`config.mk`:
```
export PLATFORM = sky130hd
export DESIGN_NAME = ccp_device_end_flat
export DESIGN_NICKNAME = d
export VERILOG_FILES = /design/src/ccp_pkg.sv /design/src/ccp_link_if.sv /design/src/ccp_compare_unit.sv /design/src/ccp_device_end.sv /design/src/flat_wrapper.sv
export SDC_FILE = /design/constraint.sdc
export NUM_CORES = 1
export LEC_CHECK = 0
export BUFFER_PORTS_ARGS = -buffer_cell sky130_fd_sc_hd__buf_2
export CAP_MARGIN = 20
export CORE_UTILIZATION = 63
export DETAILED_ROUTE_END_ITERATION = 16
export PLACE_DENSITY = 0.87
export SYNTH_ARGS = -nofsm -noshare
export SYNTH_HDL_FRONTEND = slang
export SYNTH_SLANG_ARGS = --single-unit
export TNS_END_PERCENT = 5
```
`constraint.sdc`:
```
create_clock -name i_ref_clk -period 7 [get_ports i_ref_clk]
set_clock_uncertainty 0.1 [all_clocks]
set_input_delay 0.35 -clock i_ref_clk [delete_from_list [all_inputs] [get_ports i_ref_clk]]
set_output_delay 0.35 -clock i_ref_clk [all_outputs]
set_load 0.02 [all_outputs]
```
`src/ccp_pkg.sv`:
```
/*
  Shared constants for the compare/PWM unit pair and its partner logic:
  widths, mode codes, register indices, field positions and the timer
  select decoder.
  Assumes both ends and the link interface are compiled after it.
*/
package ccp_pkg;

  // widths
  localparam int VAL_W = 16;
  localparam int DUTY_W = 10;
  localparam int MODE_W = 4;
  localparam int ADDR_W = 4;
  localparam int DATA_W = 8;
  localparam int NUM_UNITS = 2;

  // mode field codes
  localparam logic [3:0] MODE_OFF = 4'h0;
  localparam logic [3:0] MODE_TOGGLE = 4'h2;
  localparam logic [3:0] MODE_SET_HI = 4'h8;
  localparam logic [3:0] MODE_SET_LO = 4'h9;
  localparam logic [3:0] MODE_SW_INT = 4'hA;
  localparam logic [3:0] MODE_TRIGGER = 4'hB;
  localparam logic [1:0] MODE_CMP_PFX = 2'h2;
  localparam logic [1:0] MODE_PWM_PFX = 2'h3;

  // device register indices, one per unit where arrays
  localparam logic [3:0] REG_T3 = 4'h0;
  localparam logic [1:0][3:0] REG_LO = {4'h4, 4'h1};
  localparam logic [1:0][3:0] REG_HI = {4'h5, 4'h2};
  localparam logic [1:0][3:0] REG_CON = {4'h6, 4'h3};
  localparam logic [3:0] REG_FLAG = 4'h7;
  localparam logic [3:0] REG_FLAG_CLR = 4'h8;
  localparam logic [3:0] REG_FLAG_EN = 4'h9;

  // control register fields
  localparam int CON_MODE_LSB = 0;
  localparam int CON_DUTY_LSB = 4;
  localparam logic [1:0][7:0] CON_MASK = {8'h3F, 8'hFF};
  localparam int T3_RUN_BIT = 0;
  localparam int T3_SEL_LO_BIT = 3;
  localparam int T3_SEL_HI_BIT = 6;

  // partner register indices (local address, bit 4 of bus address set)
  localparam int HOST_SEL_BIT = 4;
  localparam logic [3:0] HREG_CTL = 4'h0;
  localparam logic [3:0] HREG_PORT = 4'h1;
  localparam logic [3:0] HREG_DIR = 4'h2;
  localparam logic [3:0] HREG_PR2 = 4'h3;
  localparam logic [3:0] HREG_T1_LO = 4'h4;
  localparam logic [3:0] HREG_T1_HI = 4'h5;
  localparam logic [3:0] HREG_T3_LO = 4'h6;
  localparam logic [3:0] HREG_T3_HI = 4'h7;
  localparam int HCTL_T1_RUN = 0;
  localparam int HCTL_ADC_EN = 1;
  localparam int HCTL_T2_RUN = 2;
  localparam logic [1:0] DIR_RESET = 2'h3;
  localparam logic [1:0] PWM_SUB_LAST = 2'h3;

  // true when unit u takes its time base from the third timer
  function automatic logic uses_timer3(input int u, input logic [7:0] t3);
    if (t3[T3_SEL_HI_BIT]) begin
      return 1'b1;
    end
    return t3[T3_SEL_LO_BIT] && (u == 1);
  endfunction

endpackage

```
`src/ccp_link_if.sv`:
```
/*
  Link between the compare/PWM device end and its partner end (timers,
  converter, port latches and the software register port).
  Assumes one clock shared by both ends; no clocking block here.
*/
`timescale 1ns/1ps
interface ccp_link_if;
  // register access, partner to device, read data device to partner
  logic [3:0] reg_addr;
  logic [7:0] reg_wdata;
  logic reg_wr;
  logic reg_rd;
  logic [7:0] reg_rdata;
  // time bases and port state, partner to device
  logic [15:0] first_timer_count;
  logic [15:0] third_timer_count;
  logic [9:0] pwm_base;
  logic pwm_period;
  logic adc_enabled;
  logic [1:0] port_latch;
  logic [1:0] pin_direction_bit;
  // device to partner
  logic [7:0] timer3_control_and_unit_timer_select;
  logic clr_first_timer;
  logic clr_third_timer;
  logic adc_start;

  modport dev (
    input reg_addr, reg_wdata, reg_wr, reg_rd,
    input first_timer_count, third_timer_count, pwm_base, pwm_period,
    input adc_enabled, port_latch, pin_direction_bit,
    output reg_rdata, timer3_control_and_unit_timer_select,
    output clr_first_timer, clr_third_timer, adc_start
  );
  modport ptn (
    output reg_addr, reg_wdata, reg_wr, reg_rd,
    output first_timer_count, third_timer_count, pwm_base, pwm_period,
    output adc_enabled, port_latch, pin_direction_bit,
    input reg_rdata, timer3_control_and_unit_timer_select,
    input clr_first_timer, clr_third_timer, adc_start
  );
endinterface

```
`src/ccp_compare_unit.sv`:
```
/*
  One compare/PWM unit: match detection, pin latch, trigger pulse and
  the PWM duty double buffer.
  Assumes count and value are stable synchronous signals of i_ref_clk.
*/
`timescale 1ns/1ps
module ccp_compare_unit (
  // clock, reset, enable
  input wire logic i_ref_clk,
  input wire logic i_rstn,
  input wire logic i_ce,
  // configuration
  input wire logic [3:0] i_mode,
  input wire logic [3:0] i_new_mode,
  input wire logic i_mode_wr,
  input wire logic i_ctl_zero,
  input wire logic [15:0] i_value,
  input wire logic [9:0] i_duty,
  // time bases
  input wire logic [15:0] i_count,
  input wire logic [9:0] i_pwm_base,
  input wire logic i_pwm_period,
  // results
  output logic o_match,
  output logic o_trig,
  output logic o_latch,
  output logic o_drive,
  output logic [9:0] o_duty_buf
);
  typedef struct packed {
    logic prev_eq;        // equality seen last cycle
    logic match;          // one-cycle match pulse
    logic trig;           // one-cycle trigger pulse
    logic latch;          // unit output latch
    logic drive;          // unit owns the pin
    logic [9:0] duty_buf; // duty seen by the running period
  } unit_state_t;

  unit_state_t r_reg;
  unit_state_t r_next;
  logic is_cmp;
  logic is_pwm;
  logic eq;
  logic hit;

  // next state
  always_comb begin
    r_next = r_reg;
    is_cmp = (i_mode[3:2] == ccp_pkg::MODE_CMP_PFX) || (i_mode == ccp_pkg::MODE_TOGGLE);
    is_pwm = (i_mode[3:2] == ccp_pkg::MODE_PWM_PFX);
    eq = (i_count == i_value); // full width compare
    // only the first equal cycle counts
    hit = is_cmp && eq && !r_reg.prev_eq;
    r_next.prev_eq = eq;
    r_next.match = hit; // flag raised for every compare code
    r_next.trig = hit && (i_mode == ccp_pkg::MODE_TRIGGER);
    r_next.drive = (is_cmp && (i_mode != ccp_pkg::MODE_SW_INT)) || is_pwm;
    if (i_mode_wr) begin
      // a control write sets up the latch for the new mode
      if (i_ctl_zero || i_new_mode == ccp_pkg::MODE_SET_HI) begin
        r_next.latch = 1'b0;
      end else if (i_new_mode == ccp_pkg::MODE_SET_LO) begin
        r_next.latch = 1'b1;
      end
    end else if (hit) begin
      // pin action
      unique case (i_mode)
        ccp_pkg::MODE_TOGGLE: r_next.latch = !r_reg.latch;
        ccp_pkg::MODE_SET_HI: r_next.latch = 1'b1;
        ccp_pkg::MODE_SET_LO: r_next.latch = 1'b0;
        default: r_next.latch = r_reg.latch; // soft interrupt and trigger leave it
      endcase
    end else if (is_pwm) begin
      // duty is latched only at the period edge so no glitch
      if (i_pwm_period) begin
        r_next.duty_buf = i_duty;
        r_next.latch = (i_duty != '0);
      end else if (i_pwm_base == r_reg.duty_buf) begin
        r_next.latch = 1'b0;
      end
    end
  end

  // state register, frozen while the enable is low
  always_ff @(posedge i_ref_clk or negedge i_rstn) begin
    if (!i_rstn) begin
      r_reg <= '0;
    end else if (i_ce) begin
      r_reg <= r_next;
    end
  end

  assign o_match = r_reg.match;
  assign o_trig = r_reg.trig;
  assign o_latch = r_reg.latch;
  assign o_drive = r_reg.drive;
  assign o_duty_buf = r_reg.duty_buf;
endmodule

```
`src/ccp_device_end.sv`:
```
/*
  Device end: register file of the two compare/PWM units, timer select,
  match flags with interrupt enables, special trigger fan-out and pins.
  Assumes the partner end drives the link synchronously to i_ref_clk and
  that the register port never issues read and write at once.
*/
// Added by the designer: the address-and-strobe port and the register offsets.
// Operation
// - compare 16-bit value against selected timer count
// - mode field chooses high, low, toggle, none
// - flag set together with the pin action
// - software clears pin direction bit first
// - zero control write forces unit latch low
// - timer must run synchronously for compares
// - soft interrupt code leaves pin alone
// - interrupt only when flag and enable set
// - trigger code emits internal trigger on match
// - trigger clears the unit's selected timer
// - unit two trigger starts enabled converter
// - PWM mode gives ten-bit duty waveform
// - software clears direction bit for PWM
// - unimplemented register bits read zero
// - software keeps absent variant bits cleared
// - code 1001 starts high, goes low on match
// - third timer control bits select time base
`timescale 1ns/1ps
module ccp_device_end (
  // link to the partner end
  ccp_link_if.dev link,
  // clock, reset, enable
  input wire logic i_ref_clk,
  input wire logic i_rstn,
  input wire logic i_ce,
  // unit pins
  output logic [1:0] o_pin,
  output logic [1:0] o_pin_oe,
  // interrupt
  output logic o_irq
);
  localparam int NU = ccp_pkg::NUM_UNITS;

  typedef struct packed {
    logic [7:0] t3;            // third timer control and select bits
    logic [1:0][15:0] val;     // compare values
    logic [1:0][7:0] con;      // unit control registers
    logic [1:0] flag;          // sticky match flags
    logic [1:0] en;            // match interrupt enables
    logic [7:0] rdata;         // read answer, one cycle after strobe
    logic irq;                 // interrupt level
    logic clr1;                // first timer clear pulse
    logic clr3;                // third timer clear pulse
    logic adc;                 // converter start pulse
    logic [1:0] pin;           // pin level
    logic [1:0] pin_oe;        // pin drive enable
  } dev_state_t;

  dev_state_t r_reg;
  dev_state_t r_next;

  // per unit wires between the register file and the unit cores
  logic [NU-1:0] u_match;
  logic [NU-1:0] u_trig;
  logic [NU-1:0] u_latch;
  logic [NU-1:0] u_drive;
  logic [NU-1:0] u_mode_wr;
  logic [NU-1:0] u_ctl_zero;
  logic [NU-1:0][9:0] u_dbuf;
  logic [NU-1:0][15:0] u_count;
  logic [NU-1:0][9:0] u_duty;

  // one core per unit
  generate
    for (genvar g = 0; g < NU; g++) begin : g_unit
      // time base chosen by the third timer's select bits
      assign u_count[g] = ccp_pkg::uses_timer3(g, r_reg.t3) ?
                          link.third_timer_count : link.first_timer_count;
      assign u_mode_wr[g] = link.reg_wr && (link.reg_addr == ccp_pkg::REG_CON[g]);
      assign u_ctl_zero[g] = (link.reg_wdata == '0);
      // ten-bit duty: low value byte above the two control bits
      assign u_duty[g] = {r_reg.val[g][7:0], r_reg.con[g][ccp_pkg::CON_DUTY_LSB +: 2]};
      ccp_compare_unit u_core (
        .i_ref_clk(i_ref_clk),
        .i_rstn(i_rstn),
        .i_ce(i_ce),
        .i_mode(r_reg.con[g][ccp_pkg::CON_MODE_LSB +: ccp_pkg::MODE_W]),
        .i_new_mode(link.reg_wdata[ccp_pkg::CON_MODE_LSB +: ccp_pkg::MODE_W]),
        .i_mode_wr(u_mode_wr[g]),
        .i_ctl_zero(u_ctl_zero[g]),
        .i_value(r_reg.val[g]),
        .i_duty(u_duty[g]),
        .i_count(u_count[g]),
        .i_pwm_base(link.pwm_base),
        .i_pwm_period(link.pwm_period),
        .o_match(u_match[g]),
        .o_trig(u_trig[g]),
        .o_latch(u_latch[g]),
        .o_drive(u_drive[g]),
        .o_duty_buf(u_dbuf[g])
      );
    end
  endgenerate

  // true when the unit runs in PWM mode
  function automatic logic in_pwm(input logic [7:0] con);
    return con[ccp_pkg::CON_MODE_LSB + 2 +: 2] == ccp_pkg::MODE_PWM_PFX;
  endfunction

  // register file, flags, trigger fan-out and pin selection
  always_comb begin
    logic [1:0] clr_mask;
    clr_mask = '0;
    r_next = r_reg;
    r_next.clr1 = 1'b0;
    r_next.clr3 = 1'b0;
    r_next.adc = 1'b0;
    r_next.rdata = '0;
    // writes
    if (link.reg_wr) begin
      if (link.reg_addr == ccp_pkg::REG_T3) begin
        r_next.t3 = link.reg_wdata;
      end
      if (link.reg_addr == ccp_pkg::REG_FLAG_CLR) begin
        clr_mask = link.reg_wdata[1:0];
      end
      if (link.reg_addr == ccp_pkg::REG_FLAG_EN) begin
        r_next.en = link.reg_wdata[1:0];
      end
      for (int u = 0; u < NU; u++) begin
        if (link.reg_addr == ccp_pkg::REG_LO[u]) begin
          r_next.val[u][7:0] = link.reg_wdata;
        end
        // high byte is read-only while the unit runs PWM
        if (link.reg_addr == ccp_pkg::REG_HI[u] && !in_pwm(r_reg.con[u])) begin
          r_next.val[u][15:8] = link.reg_wdata;
        end
        if (link.reg_addr == ccp_pkg::REG_CON[u]) begin
          // absent bits never stored, so they read zero
          r_next.con[u] = link.reg_wdata & ccp_pkg::CON_MASK[u];
        end
      end
    end
    // a match in the clearing cycle survives, set wins over clear
    r_next.flag = (r_reg.flag & ~clr_mask) | u_match;
    // trigger fan-out, one pulse per match
    for (int u = 0; u < NU; u++) begin
      if (u_trig[u]) begin
        // clear whichever timer the unit uses now
        if (ccp_pkg::uses_timer3(u, r_reg.t3)) begin
          r_next.clr3 = 1'b1;
        end else begin
          r_next.clr1 = 1'b1;
        end
        // only the second unit starts the converter
        if (u == 1 && link.adc_enabled) begin
          r_next.adc = 1'b1;
        end
      end
      // unit latch or port latch on the pin
      r_next.pin[u] = u_drive[u] ? u_latch[u] : link.port_latch[u];
      // direction is software's job, the pin only follows it
      r_next.pin_oe[u] = !link.pin_direction_bit[u];
    end
    // level interrupt from flag and enable together
    r_next.irq = |(r_next.flag & r_next.en);
    // reads, answer in the next cycle; unmapped reads give zero
    if (link.reg_rd) begin
      if (link.reg_addr == ccp_pkg::REG_T3) begin
        r_next.rdata = r_reg.t3;
      end
      if (link.reg_addr == ccp_pkg::REG_FLAG) begin
        r_next.rdata = {6'h00, r_reg.flag};
      end
      if (link.reg_addr == ccp_pkg::REG_FLAG_EN) begin
        r_next.rdata = {6'h00, r_reg.en};
      end
      for (int u = 0; u < NU; u++) begin
        if (link.reg_addr == ccp_pkg::REG_LO[u]) begin
          r_next.rdata = r_reg.val[u][7:0];
        end
        if (link.reg_addr == ccp_pkg::REG_HI[u]) begin
          // in PWM the high byte shows the buffered duty
          r_next.rdata = in_pwm(r_reg.con[u]) ? u_dbuf[u][9:2] : r_reg.val[u][15:8];
        end
        if (link.reg_addr == ccp_pkg::REG_CON[u]) begin
          r_next.rdata = r_reg.con[u];
        end
      end
    end
  end

  // state register, frozen while the enable is low
  always_ff @(posedge i_ref_clk or negedge i_rstn) begin
    if (!i_rstn) begin
      r_reg <= '0;
    end else if (i_ce) begin
      r_reg <= r_next;
    end
  end

  // outputs straight from the state register
  assign o_pin = r_reg.pin;
  assign o_pin_oe = r_reg.pin_oe;
  assign o_irq = r_reg.irq;
  assign link.reg_rdata = r_reg.rdata;
  assign link.timer3_control_and_unit_timer_select = r_reg.t3;
  assign link.clr_first_timer = r_reg.clr1;
  assign link.clr_third_timer = r_reg.clr3;
  assign link.adc_start = r_reg.adc;
endmodule

```
`src/flat_wrapper.sv`:
```
// flat-port wrapper written by rule: the top's interface ports become plain ports
module ccp_device_end_flat 
  (i_ref_clk, i_rstn, i_ce, o_pin, o_pin_oe, o_irq, link_reg_addr, link_reg_wdata, link_reg_wr, link_reg_rd, link_first_timer_count, link_third_timer_count, link_pwm_base, link_pwm_period, link_adc_enabled, link_port_latch, link_pin_direction_bit, link_reg_rdata, link_timer3_control_and_unit_timer_select, link_clr_first_timer, link_clr_third_timer, link_adc_start);
  ccp_link_if link_i ();
  input wire logic i_ref_clk;
  input wire logic i_rstn;
  input wire logic i_ce;
  output logic [1:0] o_pin;
  output logic [1:0] o_pin_oe;
  output logic o_irq;
  input wire logic [$bits(link_i.reg_addr)-1:0] link_reg_addr;
  input wire logic [$bits(link_i.reg_wdata)-1:0] link_reg_wdata;
  input wire logic [$bits(link_i.reg_wr)-1:0] link_reg_wr;
  input wire logic [$bits(link_i.reg_rd)-1:0] link_reg_rd;
  input wire logic [$bits(link_i.first_timer_count)-1:0] link_first_timer_count;
  input wire logic [$bits(link_i.third_timer_count)-1:0] link_third_timer_count;
  input wire logic [$bits(link_i.pwm_base)-1:0] link_pwm_base;
  input wire logic [$bits(link_i.pwm_period)-1:0] link_pwm_period;
  input wire logic [$bits(link_i.adc_enabled)-1:0] link_adc_enabled;
  input wire logic [$bits(link_i.port_latch)-1:0] link_port_latch;
  input wire logic [$bits(link_i.pin_direction_bit)-1:0] link_pin_direction_bit;
  output wire logic [$bits(link_i.reg_rdata)-1:0] link_reg_rdata;
  output wire logic [$bits(link_i.timer3_control_and_unit_timer_select)-1:0] link_timer3_control_and_unit_timer_select;
  output wire logic [$bits(link_i.clr_first_timer)-1:0] link_clr_first_timer;
  output wire logic [$bits(link_i.clr_third_timer)-1:0] link_clr_third_timer;
  output wire logic [$bits(link_i.adc_start)-1:0] link_adc_start;
  assign link_i.reg_addr = link_reg_addr;
  assign link_i.reg_wdata = link_reg_wdata;
  assign link_i.reg_wr = link_reg_wr;
  assign link_i.reg_rd = link_reg_rd;
  assign link_i.first_timer_count = link_first_timer_count;
  assign link_i.third_timer_count = link_third_timer_count;
  assign link_i.pwm_base = link_pwm_base;
  assign link_i.pwm_period = link_pwm_period;
  assign link_i.adc_enabled = link_adc_enabled;
  assign link_i.port_latch = link_port_latch;
  assign link_i.pin_direction_bit = link_pin_direction_bit;
  assign link_reg_rdata = link_i.reg_rdata;
  assign link_timer3_control_and_unit_timer_select = link_i.timer3_control_and_unit_timer_select;
  assign link_clr_first_timer = link_i.clr_first_timer;
  assign link_clr_third_timer = link_i.clr_third_timer;
  assign link_adc_start = link_i.adc_start;
  ccp_device_end u_core (.link(link_i), .i_ref_clk(i_ref_clk), .i_rstn(i_rstn), .i_ce(i_ce), .o_pin(o_pin), .o_pin_oe(o_pin_oe), .o_irq(o_irq));
endmodule
```
==> results of run 1 <==
[worst max-delay path by stage]
stage,from,to,slack [ns],cells past startpoint
after global routing,flop,u_core.g_unit[1].u_core.o_latch,4.18,8
after detailed placement,flop,u_core.g_unit[1].u_core.o_latch,3.88,6
final,flop,u_core.g_unit[1].u_core.o_latch,4.27,8
after CTS,flop,u_core.g_unit[1].u_core.o_latch,3.89,6
after global placement,flop,u_core.g_unit[1].u_core.o_latch,4.01,6
after floorplan,flop,u_core.g_unit[1].u_core.o_latch,4.78,9
[kinds of logic after synthesis]
logic type,after synthesis,share of synthesized area
buf+inv,85,0.0679
mux,117,0.205
xor+xnor,55,0.0762
simple gates,130,0.106
flops,104,0.412
compound gates,131,0.133
[per-layer routing]
layer	share of wire	vias to the layer above	track usage
li1	-	2315	-
met1	0.40	2527	0.524
met2	0.45	380	0.573
met3	0.11	68	0.0663
met4	0.042	0	0.174
met5	0	-	0
[worst max-delay path, cell delays in order, from the launching register on]
cell and delay, ns:
dfrtp_1 0.50, buf_16 0.22, or2_1 0.35, a2111oi_2 0.35, a22oi_1 0.15, a211oi_2 0.38
nand3_1 0.21, mux2i_1 0.16, o31ai_1 0.21
[report_power, final]
group / internal, uW / switching, uW
Combinational: 232 / 240
Sequential: 700 / 164
Clock: 210 / 229
Total: 1140 / 633
[timing repair]
item | in CTS | in global routing
resized for setup | 0 | 0
hold buffers | 1 | 0
endpoints found under the hold margin | 49 | 0
[area by class of cell]
cell class | count | area [um^2]
clock buffers | 9 | 124
clock inverters | 7 | 109
fillers | 746 | 2820
inverters | 33 | 124
well taps | 133 | 166
flip-flops and latches | 104 | 2600
repair buffers | 92 | 495
multi-input cells | 433 | 3290
[through the flow]
step | setup slack (ns) | util
global placement | 4.01 | 0.683
CTS | 3.89 | 0.708
finish | 4.27 | 0.710
global route | 4.18 | 0.710
detailed placement | 3.88 | 0.683
floorplan | 4.78 | -
[cells in the final DEF (no fill, tap or decap), types with 4 or more instances in the layout]
cell,instances
nand3_1,17
nor3_1,11
nand2_1,32
clkbuf_8,9
dfrtp_1,104
mux2_2,79
nor4_1,13
o22ai_1,8
o21ai_0,41
buf_2,87
nand2b_1,9
nand4_1,4
and3_1,4
inv_1,33
a21oi_1,37
mux2i_1,36
nor2b_1,7
xor2_1,25
xnor2_1,30
nor2_1,20
==> results.md, run 1 <==
Finish:
- The count of antenna diodes in the layout is 0.
- The final layout contains 738 nets.
- The final design instance area without fill is 6910 um^2.
- In the final layout, the share of cells above drive strength 1 is 0.291.
- From synthesis to final layout, the design area changed by 9.32%.
- The number of non-filler instances in the completed layout is 811.
- The flip-flop count of the largest register after layout is 50.

STA:
- The final count of pins violating max slew came to 0.
- The worst max-slew margin expressed relative to the limit is 0.348.
- The number of failing hold endpoints at the final stage is 0.
- The routed design could run at a clock period as short as 2.73 ns.
- Timing would allow up to 0.367 GHz.
- Setup violations remaining at the end of the flow were counted as 0.
- In the final timing run, aggregate negative setup slack is 0 ns.
- The final hold slack is 0.0349 ns.
- In the finished design, the share of the clock period the worst path needs comes to 0.389.
- Setup repair after global routing left no endpoint under its margin.
- The slew at the pin with the worst max-slew slack is 0.974 ns.

Floorplan:
- 89 I/O pins were placed.
- The floorplan step defined a die boundary enclosing 10400 um^2.
- The site row count is 36.
- The placeable core region is 9730 um^2.
- The die is 102 um tall.
- The x dimension of the die is 102 um.
- For this configuration, the core starts out at a cell density of 0.650.

Worst setup path:
- The endpoint identified for the worst register-to-register timing path is u_core.g_unit[1].u_core.o_latch.
- STA puts the critical path data required time at 7.19 ns.
- The setup slack on the worst flop-to-flop path is 4.27 ns.
- The maximum fanout count along the critical path is 24.
- The worst setup path is captured at a flop.
- The worst setup path is launched from a flop.
- The classification of the worst setup path is flop to flop.
- At the worst endpoint, the arrival time is 2.92 ns.
- The number of cells traversed by the worst register-to-register path is 8.

Outcome:
- The flow ran to the end, and the final reports show no timing, DRC or antenna violations.

Power:
- The largest voltage drop on the vdd net is 0.146 mV.
- The leakage power of the design is 0.00316 uW.
- The cell area power density is 257 nW/um^2.
- After layout, the design draws a total of 1770 uW.

Logic synthesis:
- After synthesis, the share of flip-flops with an asynchronous set or reset is 1.00.
- The flip-flop and latch count after synthesis is 104.
- After synthesis, the mean cell area works out to 10.2 um^2.
- The synthesized netlist contains 64 unique library cells.
- The synthesized cell area is 6320 um^2.
- The number of synthesis warnings is 0.
- The most common cell in the netlist is dfrtp_1.
- The cell taking the most area after synthesis is dfrtp_1.
- When the netlist entered floorplanning its net count stood at 687.
- The fraction of the yosys area taken by sequential cells is 0.412.
- The most used flip-flop cell after synthesis is dfrtp_1.
- The count of flip-flops with a built-in enable after synthesis is 0.
- After synthesis, the cell types taking the most area are dfrtp_1, mux2_2, mux2i_1.
- The share of the synthesized area in the top cell type is 0.412.
- Counting instances in the post-synthesis netlist gives the leading cell types as dfrtp_1, mux2_2, o21ai_0.
- The number of instances in the synthesized netlist is 622.

Detailed routing:
- For this run, design rule violations remaining after detail routing come to 0.
- The first-pass iteration count of the detailed router is 5.
- Across all layers, the routed design uses 5290 vias.
- The routed wire length is 18500 um.
- Using the TritonRoute via totals, the vias-per-cell ratio works out to 6.52.
- The number of routed nets with antenna violations is 0.
- After detailed routing, the average wire length per cell comes to 22.8 um.
- The detailed router finished its first iteration with 567 violations.

CTS:
- TritonCTS built the clock tree.
- At the later pin of the worst-skew pair, clock insertion delay measures 0.38 ns.
- The maximum clock insertion buffer count is 2.
- Buffers added to address setup during post-CTS repair amount to 0.
- The root buffer cell chosen for the clock tree is clkbuf_8.
- Clock-pin slew was measured on the worst setup and hold paths at 0.11 ns.
- The number of levels the H-tree was split into is 3.
- The number of buffers created by CTS is 9.
- The number of clock sinks seen by CTS is 104.

Placed design:
- Input and output buffers added on the ports amount to 88.
- In this run the cell area measured after placement is 6640 um^2.
- After legalization and detailed placement, the total HPWL measured 13300 um.
- At the end of routability-driven placement, the weighted congestion stood at 0.985.
- The placed cell count is 793.

Global routing:
- Entering global routing, the biggest net connects 56 pins.
- The global-route usage over all layers is 0.375.
- The number of antenna violations at the first check in global routing is 0.
- The first-pass GRT wire length is 28400 um.
- The number of global-route vias before repair is 5195.
- The total global routing overflow is 0.

Job:
- The number of max-capacitance violations reported is 0.

Hold path:
- The beginning of the worst hold path is link_pin_direction_bit[0].
- The worst hold path cell count is 2.
- The worst-case hold path end point is u_core.o_pin_oe[0].
- The tightest min-delay check is of the input pin to flop type.
Note: power is estimated with default switching activity, not from simulation.
==> inputs of run 2 (changes only) <==
Settings changed: ABC_AREA from default to 1, CORE_UTILIZATION 63 to 59, PLACE_DENSITY 0.87 to 0.81.
Clock period 7 ns to 2.7 ns, I/O delays scaled along.
==> run 2 against run 1 <==
Against the previous run: clock power grew to 3.0 times the previous value; critical endpoint is now u_core.g_unit[1].u_core.o_duty_buf[5]; utilization is 2.5 points lower; die area is 15% higher; sequential power is 140% higher; non-clock buffer count is 14 higher; synthesized area is 7.6% higher; power grew to 2.7 times the previous value; critical path type unchanged; critical path depth is 5 higher; first-iteration DRC count is 30% higher; design area is 9.4% higher; largest power group unchanged.
==> results.md, run 2 <==
Global routing:
- For this run, the total global-route usage over all layers was measured as 0.372.
- In the global route stage, met2 resource usage came out at 0.535.
- For met3 alone, demand over resource in global routing was 0.0759.
- The first-pass GRT wire length is 32600 um.
- The pin count of the biggest net entering global routing is 50.
- The number of global-route vias before repair came to 6163.
- In the global route stage, met1 resource usage came out at 0.539.
- For this run the aggregate overflow at the end of global routing stands at 0.
- The most used routing layer in global routing is met1.
- The number of antenna violations at the first check in global routing is 1.

Worst setup path:
- The maximum fanout count along the critical path is 18.
- In this design, the stage delay of the slowest critical-path cell is 0.55 ns.
- The kind of capture point of the worst setup path is a flop.
- The required time of the critical path is 2.89 ns.
- The worst setup path is launched from a flop.
- Measured in cells, the most critical reg-to-reg path has a length of 13.
- Walking the worst path, the cells encountered are nor2_4, o21ai_0, nand2_1, nand2_1, nor2_1, nand2_1, nor2_1, nand3_2, nand2_2, nor2_4, nand2_8, nand2_1, o21ai_2.
- The worst path arrival time is 2.62 ns.
- The number of gates on the worst path with buffers counted is 13.
- The classification of the worst setup path is flop to flop.
- Setup slack on the worst reg-to-reg path comes out at 0.27 ns.
- On the critical path the largest part of the delay comes from simple AND/OR/NAND/NOR gates.
- The slowest stage of the critical path belongs to the cell dfrtp_1.
- The critical path ends at u_core.g_unit[1].u_core.o_duty_buf[5].
- Together, buffers and inverters on the worst path number 0.
- The most numerous cell on the critical path is nand2_1.
- The worst register-to-register path ends at u_core.g_unit[1].u_core.o_duty_buf[5].

Finish:
- The commonest non-fill, non-tap cell in the layout is nand2_1.
- The ratio of cells with drive above 1 in the final layout is 0.136.
- 0 antenna diodes ended up in the layout.
- The area growth from synthesis to layout is 11.1%.
- The number of filler instances in the final layout is 988.
- The combined flip-flop and latch cell area is 2600 um^2.
- For this run, the share of the core covered by cells in the final layout is 0.685.
- The flip-flop count of the largest register after layout is 50.
- Leaving out fill and tap cells, the most frequent cells in the layout are nand2_1, inv_1, o21ai_0.
- In the final layout, the multi-input gates occupy 3420 um^2.
- The final design instance area without fill is 7560 um^2.
- The final layout contains 1145 nets.

Detailed routing:
- The average via count per standard cell is 5.64.
- After detailed routing, the number of remaining DRC violations is 0.
- Wires add up to 20800 um.
- The number of routed nets with antenna violations is 0.
- For this block, the initial DRC count from the detailed router was 736.
- The total number of vias is 6892.
- Before antenna repair, the detailed router went through 6 iterations.
- In the final routed layout, each cell accounts on average for 17.0 um.

CTS:
- The CTS tree is built.
- The number of post-CTS setup repair buffers is 0.
- The tree built by TritonCTS fans out to 104 sinks.
- CTS built an H-tree with a depth of 3.
- The buffer cell driving the clock tree root is clkbuf_16.
- Clock-pin slew was measured on the worst setup and hold paths at 0.07 ns.
- The maximum clock insertion buffer count is 2.
- Buffers inserted during clock tree synthesis total 9.
- At the later pin of the worst-skew pair, clock insertion delay measures 0.36 ns.

Logic synthesis:
- The number of different library cells used by synthesis comes to 38.
- By instance count, the leading cell after synthesis is nand2_1.
- The fraction of synthesis flops using an asynchronous set or reset pin is 1.00.
- The main flop type after synthesis is dfrtp_1.
- The biggest area contributor in the post-synthesis netlist is dfrtp_1.
- The number of synthesis warnings is 0.
- Dividing the synthesized area by the synthesized cell count gives 6.73 um^2.
- The flip-flop and latch count after synthesis is 104.
- Of the post-synthesis cell area, the dominant cell type holds 0.383.
- The synthesized design contains 0 enable-type register cells.
- The number of nets produced by synthesis is 1075.
- The share of the Yosys chip area taken by registers is 0.383.
- In this run the cell area of the synthesized design comes to 6800 um^2.
- The commonest cells after synthesis are nand2_1, inv_1, o21ai_0.
- Sorting the synthesized cells by area gives the leading types as dfrtp_1, nand2_1, o21ai_0.
- Counting every instance in the synthesized netlist gives 1010.

Power:
- The power spent charging and discharging nets is 1840 uW.
- The clock power share is 0.269.
- The largest voltage drop on the vdd net is 0.526 mV.
- The fraction of power consumed by sequential logic is 0.422.
- Of the total power, the share spent switching nets is 0.381.
- Power spread over the standard cell area amounts to 640 nW/um^2.
- Cell internal power was estimated by the tool at 3000 uW.
- The share of total power dissipated in combinational logic is 0.310.
- The analysis attributes to cell leakage a power of 0.00397 uW.

STA:
- The setup violation total in the final timing report is 0.
- The setup slack of the critical path after layout is 0.267 ns.
- Static timing analysis puts the maximum clock frequency at 0.411 GHz.
- The final count of pins violating max slew is 0.
- Of the available clock period, the critical path in the final layout requires 0.901.
- The worst path needs 2.43 ns of the cycle, external delays included.
- For the pin with the worst max-slew slack, the measured transition is 0.708 ns.
- The number of failing hold endpoints at the final stage was 0.
- After routing, the total negative slack on setup checks comes to 0 ns.
- Setup repair after global routing left no endpoint under its margin.
- The worst max-slew margin expressed relative to the limit is 0.526.

Floorplan:
- The height of the die is 109 um.
- The total area inside the core boundary comes to 11000 um^2.
- For this design the top-level I/O count stands at 89.
- The floorplan step defined a die boundary enclosing 12000 um^2.
- The x dimension of the die is 109 um.
- Row generation in the floorplan step produced 38 rows.
- The starting density of the core is 0.617.

Placed design:
- The setup slack at placement is 0.174 ns.
- At the end of routability-driven placement, the weighted congestion stood at 1.01.
- The placed wire-length estimate after detailed placement is 15600 um.
- The number of port buffers is 88.
- The cell area after placement is 7190 um^2.

Hold path:
- The worst hold path class is input pin to flop.
- The beginning of the worst hold path is link_reg_wdata[1].

Outcome:
- The run finished with clean final reports.

Job:
- Max-cap violations in this run came to 0.
[run 2: cell types whose count changed after synthesis, moves of 27 or more]
cell / previous run / this run
nand3_1: 17 / 67
mux2_2: 79 / 0
mux2i_1: 36 / 0
inv_1: 33 / 126
nor2_1: 20 / 58
nand2_1: 32 / 355
xnor2_1: 30 / 3
o21ai_0: 41 / 116
[run 2: cell type report]
cell class,instances,share of cell area
Multi-Input combinational cell,730,0.453
Sequential cell,104,0.344
Timing Repair Buffer,106,0.0789
Inverter,129,0.0644
Clock buffer,11,0.0308
Tap cell,140,0.0232
Clock inverter,3,0.00579
[run 2: routing by layer]
layer	part of all wire	wire [um]
met4	0.044	921
met1	0.43	8940
met2	0.42	8720
met3	0.11	2220
met5	0	0
[run 2: tightest hold or removal path, delay by kind of cell]
kind,cells,cell delay (ns)
buffers and inverters,1,0.12
AOI/OAI and AO/OA,2,0.20
[run 2: repair_timing]
item,in CTS,in global routing
resized for setup,0,4
hold buffers,6,0
hold endpoints to repair,52,0
setup endpoints to repair,0,11
[run 2: metrics by stage]
step / cells / hold slack (ns) / power (uW)
2_1_floorplan: 1010 / -0.261 / 3100
3_3_place_gp: 1202 / 0.106 / 3470
3_5_place_dp: 1202 / 0.101 / 3490
4_1_cts: 1222 / 0.0447 / 4780
5_1_grt: 1223 / 0.0650 / 5130
6_report: 1223 / 0.0465 / 4840
[run 2: worst min path at each step]
stage | to | slack (ns) | depth (start not counted)
6_report | u_core.r_reg[17] | 0.05 | 3
3_5_place_dp | u_core.r_reg[64] | 0.10 | 1
4_1_cts | u_core.r_reg[17] | 0.04 | 3
2_1_floorplan | u_core.g_unit[0].u_core.o_drive | -0.26 | 0
3_3_place_gp | u_core.r_reg[66] | 0.11 | 1
5_1_grt | u_core.r_reg[17] | 0.06 | 3
[run 2: power by group through the flow]
stage	clock network [uW]	registers (uW)	logic (uW)
after global placement	0	2050	1420
after floorplan	0	1970	1130
after global routing	1370	2060	1690
after CTS	1300	2020	1460
after detailed placement	0	2050	1440
final	1300	2040	1500
[run 2: kinds of logic (layout without fill, tap and decap cells)]
kind of cell / count (synthesis) / count (layout) / synth area share
flip-flops: 104 / 104 / 0.383
XOR/XNOR: 12 / 12 / 0.0155
buffers and inverters: 177 / 249 / 0.119
AND/OR/NAND/NOR: 522 / 523 / 0.321
AO/OA/AOI/OAI: 195 / 195 / 0.162
